==> src/include/tic_pkg.sv <==
package tic_pkg;

	// Clock and time base
	localparam int unsigned CLK_HZ          = 100_000_000;
	localparam int unsigned CLK_PERIOD_PS   = 10_000;

	// Glitch filter time base: setting counts steps of 3.2 ns
	localparam int unsigned FILT_STEP_PS    = 3_200;
	localparam int unsigned FILT_FRAC       = 8;
	localparam int unsigned FILT_DEFAULT_PS = 1_000_000;
	localparam logic [19:0] FILT_INC        = 20'(CLK_PERIOD_PS * FILT_FRAC / FILT_STEP_PS);
	localparam logic [15:0] FILT_TIME_RST   = 16'((FILT_DEFAULT_PS + FILT_STEP_PS - 1) / FILT_STEP_PS);

	// Rate setting is a period in units of two clock cycles
	localparam int unsigned RATE_UNIT_CYCLES = 2;
	localparam int unsigned RATE_UNIT_PS     = CLK_PERIOD_PS * RATE_UNIT_CYCLES;
	localparam int unsigned RATE_DEFAULT_HZ  = 8;
	localparam int unsigned RATE_MIN_PER_PS  = 32_000;
	localparam logic [31:0] RATE_RST         = 32'(CLK_HZ / (RATE_DEFAULT_HZ * RATE_UNIT_CYCLES));
	localparam logic [31:0] RATE_MIN         = 32'((RATE_MIN_PER_PS + RATE_UNIT_PS - 1) / RATE_UNIT_PS);

	// Inputs and queue
	localparam int unsigned NUM_REAR  = 8;
	localparam int unsigned NUM_FRONT = 4;
	localparam int unsigned NUM_IN    = NUM_REAR + NUM_FRONT;
	localparam logic [7:0]  QUEUE_MAX = 8'hff;

	// Register byte offsets
	localparam logic [11:0] ADDR_RUN      = 12'h000;
	localparam logic [11:0] ADDR_MODE     = 12'h004;
	localparam logic [11:0] ADDR_RATE     = 12'h008;
	localparam logic [11:0] ADDR_SIM_CTRL = 12'h00c;
	localparam logic [11:0] ADDR_SIM_RATE = 12'h010;
	localparam logic [11:0] ADDR_FILT     = 12'h014;
	localparam logic [11:0] ADDR_REAR     = 12'h018;
	localparam logic [11:0] ADDR_FRONT    = 12'h01c;
	localparam logic [11:0] ADDR_STATUS   = 12'h020;
	localparam logic [11:0] ADDR_SW_TRIG  = 12'h024;

	// Field positions
	localparam int unsigned MODE_LSB      = 0;
	localparam int unsigned QUEUE_EN_BIT  = 4;
	localparam int unsigned INSEL_LSB     = 8;
	localparam int unsigned LOSS_BIT      = 0;
	localparam int unsigned QCNT_LSB      = 8;
	localparam int unsigned SIM_EN_BIT    = 0;
	localparam int unsigned SW_PULSE_BIT  = 0;

	// Run state encodings
	typedef enum logic [1:0] {
		RUN_ACTIVE    = 2'h0,
		RUN_IMMEDIATE = 2'h1,
		RUN_DRAIN     = 2'h2
	} tic_run_t;

	// Source mode encodings
	typedef enum logic [1:0] {
		SRC_GENERATOR = 2'h0,
		SRC_EXTERNAL  = 2'h1,
		SRC_SOFTWARE  = 2'h2,
		SRC_CHAINED   = 2'h3
	} tic_src_t;

endpackage

==> src/include/tic_flt_if.sv <==
`timescale 1ns/1ps
interface tic_flt_if;
	logic [11:0] raw;
	logic [15:0] filter_time;
	logic [11:0] levels;
	modport filt (input raw, input filter_time, output levels);
	modport user (output raw, output filter_time, input levels);
endinterface

==> src/hdl/tic_glitch_filter.sv <==
`timescale 1ns/1ps
module tic_glitch_filter (
	input  wire logic  pclk,    // System clock
	input  wire logic  presetn, // Async reset, active low
	tic_flt_if.filt    fl       // Raw pins in, filtered levels out
);

	typedef struct packed {
		logic [11:0]       s1;
		logic [11:0]       s2;
		logic [11:0]       s3;
		logic [11:0]       lvl;
		logic [11:0][19:0] cnt;
	} tic_flt_state_t;

	tic_flt_state_t r;
	tic_flt_state_t next_r;
	logic [19:0]    thr;

	// Threshold in eighths of a filter step
	assign thr = {1'b0, fl.filter_time, 3'h0};
	assign fl.levels = r.lvl;

	// Three-stage synchroniser, then stability counter per input
	always_comb begin
		next_r = r;
		next_r.s1 = fl.raw;
		next_r.s2 = r.s1;
		next_r.s3 = r.s2;
		for (int i = 0; i < 12; i++) begin
			if ((r.s2[i] == r.s3[i]) && (r.s3[i] != r.lvl[i])) begin
				if ((r.cnt[i] + tic_pkg::FILT_INC) >= thr) begin
					next_r.lvl[i] = r.s3[i];
					next_r.cnt[i] = 20'h0;
				end else begin
					next_r.cnt[i] = r.cnt[i] + tic_pkg::FILT_INC;
				end
			end else begin
				next_r.cnt[i] = 20'h0;
			end
		end
	end

	// State register
	always_ff @(posedge pclk or negedge presetn) begin
		if (!presetn) begin
			r <= '0;
		end else begin
			r <= next_r;
		end
	end

endmodule

==> src/hdl/tic_trigger_input.sv <==
`timescale 1ns/1ps
module tic_trigger_input (
	input  wire logic        pclk,            // System clock
	input  wire logic        presetn,         // Async reset, active low
	input  wire logic [11:0] paddr,           // APB address
	input  wire logic        psel,            // APB select
	input  wire logic        penable,         // APB enable
	input  wire logic        pwrite,          // APB direction
	input  wire logic [31:0] pwdata,          // APB write data
	output logic      [31:0] prdata,          // APB read data
	output logic             pready,          // APB ready
	output logic             pslverr,         // APB error on unmapped address
	input  wire logic [7:0]  rear_in,         // Rear digital input pins
	input  wire logic [3:0]  front_in,        // Front digital input pins
	input  wire logic        prev_trigger_in, // Pulse from previous camera process
	output logic             trigger_pulse,   // Released pulse to pulse shapers
	output logic             rate_loss_event, // Pulse lost to rate limit
	output logic             shaper_halt,     // Immediate stop to shapers
	output logic             trigger_active   // Run state is active
);

	typedef struct packed {
		tic_pkg::tic_run_t run;
		tic_pkg::tic_src_t mode;
		logic              queue_en;
		logic [3:0]        insel;
		logic [31:0]       rate;
		logic              sim_en;
		logic [31:0]       sim_rate;
		logic [15:0]       filt_time;
		logic              loss;
		logic [7:0]        qcnt;
		logic [32:0]       gap;
		logic [32:0]       gen_cnt;
		logic              sel_prev;
		logic              sw_req;
		logic [7:0]        rear;
		logic [3:0]        front;
		logic [31:0]       prdata;
		logic              pready;
		logic              pslverr;
		logic              trig;
		logic              loss_evt;
		logic              halt;
		logic              active;
	} tic_state_t;

	localparam tic_state_t STATE_RST = '{
		run:       tic_pkg::RUN_DRAIN,
		mode:      tic_pkg::SRC_GENERATOR,
		rate:      tic_pkg::RATE_RST,
		filt_time: tic_pkg::FILT_TIME_RST,
		gap:       '1,
		default:   '0
	};

	tic_state_t  r;
	tic_state_t  next_r;
	tic_flt_if   flt ();
	logic [31:0] rd_data;
	logic        mapped;
	logic        setup;
	logic        done;
	logic [31:0] eff_units;
	logic [32:0] eff_cyc;
	logic        gap_ok;
	logic        sel_lvl;
	logic        req;
	logic        fresh;
	logic        release_p;
	logic        lost;
	logic        q_full;
	logic        q_empty;

	// One filter setting feeds every input
	assign flt.raw         = {front_in, rear_in};
	assign flt.filter_time = r.filt_time;

	tic_glitch_filter u_filt (
		.pclk    (pclk),
		.presetn (presetn),
		.fl      (flt.filt)
	);

	// Register outputs
	assign prdata          = r.prdata;
	assign pready          = r.pready;
	assign pslverr         = r.pslverr;
	assign trigger_pulse   = r.trig;
	assign rate_loss_event = r.loss_evt;
	assign shaper_halt     = r.halt;
	assign trigger_active  = r.active;

	// Read mux and address decode
	always_comb begin
		rd_data = 32'h0;
		mapped  = 1'b1;
		unique case (paddr)
			tic_pkg::ADDR_RUN:      rd_data = {30'h0, r.run};
			tic_pkg::ADDR_MODE:     rd_data = (32'(r.insel) << tic_pkg::INSEL_LSB)
			                                | (32'(r.queue_en) << tic_pkg::QUEUE_EN_BIT)
			                                | (32'(r.mode) << tic_pkg::MODE_LSB);
			tic_pkg::ADDR_RATE:     rd_data = r.rate;
			tic_pkg::ADDR_SIM_CTRL: rd_data = 32'(r.sim_en) << tic_pkg::SIM_EN_BIT;
			tic_pkg::ADDR_SIM_RATE: rd_data = r.sim_rate;
			tic_pkg::ADDR_FILT:     rd_data = {16'h0, r.filt_time};
			tic_pkg::ADDR_REAR:     rd_data = {24'h0, r.rear};
			tic_pkg::ADDR_FRONT:    rd_data = {28'h0, r.front};
			tic_pkg::ADDR_STATUS:   rd_data = (32'(r.qcnt) << tic_pkg::QCNT_LSB)
			                                | (32'(r.loss) << tic_pkg::LOSS_BIT);
			tic_pkg::ADDR_SW_TRIG:  rd_data = 32'h0;
			default:                mapped  = 1'b0;
		endcase
	end

	// Effective period, limited by simulator rate and fastest legal rate
	always_comb begin
		eff_units = r.rate;
		if (r.sim_en && (r.sim_rate > r.rate)) begin
			eff_units = r.sim_rate;
		end
		if (eff_units < tic_pkg::RATE_MIN) begin
			eff_units = tic_pkg::RATE_MIN;
		end
		eff_cyc = {eff_units, 1'b0};
		gap_ok  = r.gap >= (eff_cyc - 33'h1);
	end

	// Source selection and edge detection on the filtered level
	always_comb begin
		sel_lvl = 1'b0;
		if (32'(r.insel) < tic_pkg::NUM_IN) begin
			sel_lvl = flt.levels[r.insel];
		end
		unique case (r.mode)
			tic_pkg::SRC_GENERATOR: req = 1'b0;
			tic_pkg::SRC_EXTERNAL:  req = sel_lvl & ~r.sel_prev;
			tic_pkg::SRC_SOFTWARE:  req = r.sw_req;
			tic_pkg::SRC_CHAINED:   req = prev_trigger_in;
		endcase
		fresh   = req && (r.run == tic_pkg::RUN_ACTIVE);
		q_empty = r.qcnt == 8'h0;
		q_full  = r.qcnt == tic_pkg::QUEUE_MAX;
	end

	// Next-state logic: bus slave, rate limiter, queue, generator
	always_comb begin
		next_r          = r;
		next_r.trig     = 1'b0;
		next_r.loss_evt = 1'b0;
		next_r.sw_req   = 1'b0;
		next_r.sel_prev = sel_lvl;
		next_r.rear     = flt.levels[7:0];
		next_r.front    = flt.levels[11:8];
		release_p       = 1'b0;
		lost            = 1'b0;
		setup           = psel && !penable;
		done            = psel && penable && r.pready;
		next_r.gap      = (r.gap == '1) ? r.gap : r.gap + 33'h1;

		// Trigger engine
		if (r.run == tic_pkg::RUN_IMMEDIATE) begin
			next_r.gap = r.gap;
		end else if (r.mode == tic_pkg::SRC_GENERATOR) begin
			if (r.run == tic_pkg::RUN_ACTIVE) begin
				if (r.gen_cnt >= (eff_cyc - 33'h1)) begin
					release_p      = 1'b1;
					next_r.gen_cnt = 33'h0;
				end else begin
					next_r.gen_cnt = r.gen_cnt + 33'h1;
				end
			end
			if (!q_empty && gap_ok) begin
				release_p   = 1'b1;
				next_r.qcnt = r.qcnt - 8'h1;
			end
		end else if (r.queue_en) begin
			release_p = gap_ok && (fresh || !q_empty);
			if (fresh && q_full) begin
				lost = 1'b1;
			end
			if (fresh && !q_full && !(q_empty && gap_ok)) begin
				next_r.qcnt = r.qcnt + 8'h1;
			end
			if (release_p && !q_empty) begin
				next_r.qcnt = next_r.qcnt - 8'h1;
			end
		end else begin
			release_p = fresh && gap_ok;
			lost      = fresh && !gap_ok;
			if (!q_empty && gap_ok && !fresh) begin
				release_p   = 1'b1;
				next_r.qcnt = r.qcnt - 8'h1;
			end
		end
		if (release_p) begin
			next_r.trig = 1'b1;
			next_r.gap  = 33'h0;
		end
		if (lost) begin
			next_r.loss_evt = 1'b1;
		end

		// APB setup phase: answer prepared, ready next cycle
		next_r.pready = 1'b0;
		if (setup) begin
			next_r.pready  = 1'b1;
			next_r.pslverr = !mapped;
			next_r.prdata  = rd_data;
		end
		if (done) begin
			next_r.pslverr = 1'b0;
		end

		// APB writes take effect at the completing edge
		if (done && pwrite && mapped) begin
			unique case (paddr)
				tic_pkg::ADDR_RUN: begin
					if (pwdata[1:0] != 2'h3) begin
						next_r.run = tic_pkg::tic_run_t'(pwdata[1:0]);
						if ((pwdata[1:0] == tic_pkg::RUN_ACTIVE) && (r.run != tic_pkg::RUN_ACTIVE)) begin
							next_r.qcnt    = 8'h0;
							next_r.gen_cnt = 33'h0;
							next_r.gap     = '1;
						end
					end
				end
				tic_pkg::ADDR_MODE: begin
					next_r.mode     = tic_pkg::tic_src_t'(pwdata[tic_pkg::MODE_LSB +: 2]);
					next_r.queue_en = pwdata[tic_pkg::QUEUE_EN_BIT];
					next_r.insel    = pwdata[tic_pkg::INSEL_LSB +: 4];
				end
				tic_pkg::ADDR_RATE:     next_r.rate      = pwdata;
				tic_pkg::ADDR_SIM_CTRL: next_r.sim_en    = pwdata[tic_pkg::SIM_EN_BIT];
				tic_pkg::ADDR_SIM_RATE: next_r.sim_rate  = pwdata;
				tic_pkg::ADDR_FILT:     next_r.filt_time = pwdata[15:0];
				tic_pkg::ADDR_SW_TRIG:  next_r.sw_req    = pwdata[tic_pkg::SW_PULSE_BIT];
				default:                next_r.rear      = flt.levels[7:0];
			endcase
		end

		// Sticky loss flag, a new loss beats the clear
		if (done && pwrite && (paddr == tic_pkg::ADDR_STATUS) && pwdata[tic_pkg::LOSS_BIT]) begin
			next_r.loss = 1'b0;
		end
		if (lost) begin
			next_r.loss = 1'b1;
		end

		// Status outputs follow the run state
		next_r.halt   = next_r.run == tic_pkg::RUN_IMMEDIATE;
		next_r.active = next_r.run == tic_pkg::RUN_ACTIVE;

		// A halt taking effect now swallows this cycle's pulse
		if (next_r.halt) begin
			next_r.trig     = 1'b0;
			next_r.loss_evt = 1'b0;
		end
	end

	// State register
	always_ff @(posedge pclk or negedge presetn) begin
		if (!presetn) begin
			r <= STATE_RST;
		end else begin
			r <= next_r;
		end
	end

endmodule

==> config.mk <==
export PLATFORM = sky130hd
export DESIGN_NAME = tic_trigger_input
export DESIGN_NICKNAME = d
export VERILOG_FILES = /design/src/include/tic_pkg.sv /design/src/include/tic_flt_if.sv /design/src/hdl/tic_glitch_filter.sv /design/src/hdl/tic_trigger_input.sv
export SDC_FILE = /design/constraint.sdc
export NUM_CORES = 1
export LEC_CHECK = 0
export BUFFER_PORTS_ARGS = -buffer_cell sky130_fd_sc_hd__buf_4
export CORE_ASPECT_RATIO = 1.1
export CORE_MARGIN = 10
export CORE_UTILIZATION = 30
export CTS_CLUSTER_SIZE = 20
export DETAILED_ROUTE_END_ITERATION = 8
export PLACE_DENSITY = 0.55
export SLEW_MARGIN = 25
export SYNTH_ARGS = -nofsm -noshare
export SYNTH_HDL_FRONTEND = slang
export SYNTH_HIERARCHICAL = 1
export SYNTH_SLANG_ARGS = --single-unit
==> constraint.sdc <==
create_clock -name pclk -period 10.1 [get_ports pclk]
set_input_delay 2.02 -clock pclk [delete_from_list [all_inputs] [get_ports pclk]]
set_output_delay 2.02 -clock pclk [all_outputs]
set_load 0.05 [all_outputs]
==> results.cfg <==
[outcome]
status = finished, final reports clean

[cts]
cts_max_level = 2
cts-root-buf = clkbuf_16
cts_buffers = 60
insertion_delay_ns = 0.66
cts.sinks = 505
cts_tree = yes
ctsHoldBuffers = 0
post_cts_buffers = 0
path_clk_slew_ns = 0.06
cts_resized = 0
cts_buffer_depth = 3

[yosys]
ys_ff_latch = 505
synth_common_cells = 454 x dfrtp_1, 305 x ha_1, 265 x nor2_1
postSynthCellCount = 3244
synth.most_common_cell = dfrtp_1
synth_top_cell_area_share_pct = 35.25
synth_cell_types = 110
netlist_area_mm2 = 0.03223
synth-edff-count = 0
netlist_top_cells_area = dfrtp_1 35%, ha_1 12%, xnor2_1 5.5%
synthFlopType = dfrtp_1
yosys_warnings = 6
syn_avg_cell_area_um2 = 9.934
synthArstFlopShare_pct = 100.0
synth_seq_area_share_pct = 39.41
synth_top_area_cell = dfrtp_1

[die]
num_rows = 126
dieHeight_um = 363.7
initial_core_util_pct = 30.10
die_area_mm2 = 0.1209
core_mm2 = 0.1070
die_w_um = 332.5
ios = 100

[drt]
routedWlPerCell_um = 18.91
ant_nets = 0
drtIter0Drc = 1586
vias = 24393
wirelength_um = 90460
dr.pass1.iters = 8
via_per_inst = 5.100
drcViolationCount = 0

[setup_path]
worst_ep_arrival_time_ns = 8.58
cp-start-kind = flop
slowest_delay_ns = 0.62
cp_max_fo = 36
cp_slowest_cell = or4_1
regToRegStartpoint = r[190]
critical_path_class = flop to flop
cp_common_cell = ha_1
critPathRequiredTime_ns = 10.63
startpoint = r[190]
r2r_cells = 29
end_kind = flop

[grt]
grt_pass1_vias = 24181
grt_max_degree = 77
overflow = 0
grt_pass1_wl_um = 142400
antenna_found_initial = 7
grt_usage_pct = 14.70

[timing]
finalMaxSlewViolations = 0
skew_ns = 0.03775
fin_ws_ns = 2.050
fin_setup_tns_ns = 0
worst_pin_slew_ns = 1.087
max_freq_ghz = 0.1242
period_needed_ns = 8.050
rsz0062_at_grt = false
finalCritPeriodShare_pct = 79.70
max-slew-margin-rel_pct = 27.47
setup_viol = 0
hold_viol = 0

[finish]
nNetsFinal = 3687
layout-drive-gt1-share_pct = 14.48
area_growth_pct = 12.98
fin_area_mm2 = 0.03641
final_cells = 4783

[power]
peakVddDrop_mv = 0.1278
pwr_density_cell_mw_per_mm2 = 125.7
p_leak_nw = 16.16

[min_path]
hold_path_class = flop to flop
hold_start = u_filt/next_r[267]
worst_hold_path.num_cells = 0

[placement]
dpl_cell_area_mm2 = 0.03428
place_inst = 4665
hpwlAfterDp_um = 64870
place.gp.congestion = 0.8807
place_ws_ns = 2.088
port_buffers = 99

[job]
maxCapViolations = 0
-- worst max-delay path: cells and delay by family (launching register included) --
| kind | cells | cell delay [ns] |
|---|---|---|
| AO/OA/AOI/OAI | 9 | 2.18 |
| XOR/XNOR | 1 | 0.16 |
| adder cells (fa/ha/maj) | 4 | 1.07 |
| buffers and inverters | 1 | 0.08 |
| flip-flops | 1 | 0.57 |
| multiplexers | 3 | 0.92 |
| AND/OR/NAND/NOR | 11 | 2.93 |
-- sequential cells by signal, indices dropped and copies added (netlist names) --
signal,count
trigger_active,1
pready,1
prdata,32
rate_loss_event,1
flt.filter_time,16
trigger_pulse,1
pslverr,1
u_filt/next_r,24
r,163
shaper_halt,1
u_filt/fl.levels,12
u_filt/r,252
-- report_power, final --
group          switching (mW)  total [mW]  internal (mW)
Clock                   0.921        2.28           1.35
Combinational           0.143       0.203         0.0606
Sequential             0.0386        2.10           2.06
Total                    1.10        4.58           3.47
-- layer usage --
layer / global-route usage [%] / part of all wire (%) / wire length [µm]
met5: 0 / 0.044 / 40
met4: 4.285 / 2.8 / 2513
met3: 3.313 / 6.3 / 5681
met2: 23.64 / 45 / 40980
met1: 19.59 / 46 / 41250
-- layout make-up --
class | count | area (µm²)
diodes | 4 | 10.01
multi-input cells | 2512 | 18400
clock buffers | 88 | 1788
repair buffers | 131 | 1027
well taps | 1408 | 1762
inverters | 110 | 412.9
clock inverters | 25 | 302.8
fillers | 10914 | 70640
flip-flops and latches | 505 | 12700
-- through the flow --
stage | power (mW) | hold slack [ns] | util, %
after detailed placement | 2.341 | 0.3347 | 32.02
after CTS | 4.645 | 0.3491 | 33.97
after global routing | 4.749 | 0.3543 | 34.00
after floorplan | 2.234 | 0.3312 | -
after global placement | 2.340 | 0.3345 | 32.00
final | 4.577 | 0.3473 | 34.01
-- cells in the final DEF (no fill, tap or decap), types with 14 or more instances in the layout --
master / Yosys / final
o31ai_1: 15 / 15
clkbuf_8: 0 / 16
a211oi_1: 26 / 26
nand2_1: 224 / 224
o21ai_0: 100 / 100
clkbuf_16: 0 / 61
nor2b_1: 143 / 141
nor3_2: 33 / 34
a2111oi_0: 18 / 18
nor3b_1: 15 / 15
nor2_1: 265 / 264
xnor2_1: 202 / 202
and2_1: 15 / 14
ha_1: 305 / 305
a221oi_1: 23 / 23
nor2b_2: 18 / 19
nand3_1: 156 / 156
and4_1: 37 / 37
xor2_1: 113 / 113
buf_4: 47 / 127
a21oi_1: 126 / 126
dfstp_2: 51 / 51
nand4_1: 105 / 105
mux2i_1: 26 / 26
or3_1: 18 / 17
nor3_1: 47 / 46
mux2_2: 79 / 79
dfrtp_1: 454 / 454
inv_1: 109 / 108
a21o_1: 63 / 63
nor4_1: 28 / 28
a222oi_1: 14 / 14
and2b_1: 19 / 19
o211ai_1: 14 / 14
and3_1: 55 / 55
-- logic make-up (layout without fill, tap and decap cells) --
logic type | after synthesis | count (layout) | synth area share (%)
compound gates | 515 | 515 | 11.20
xor+xnor | 315 | 315 | 8.561
fa+ha+maj | 305 | 305 | 11.84
buf+inv | 238 | 354 | 3.669
flops | 505 | 505 | 39.41
mux | 121 | 121 | 4.232
other cells | 1 | 16 | 0.01164
simple gates | 1244 | 1244 | 21.07
-- final timing paths --
path	end	slack, ns
worst max-delay path	r[122]	2.05
worst min register to register	u_filt/next_r[255]	0.35
worst min-delay path	u_filt/next_r[255]	0.35
worst max register to register	r[122]	2.05
max in group asynchronous	r[58]	6.78
min in group asynchronous	u_filt/r[159]	1.32
(Power assumes the default switching activity.)
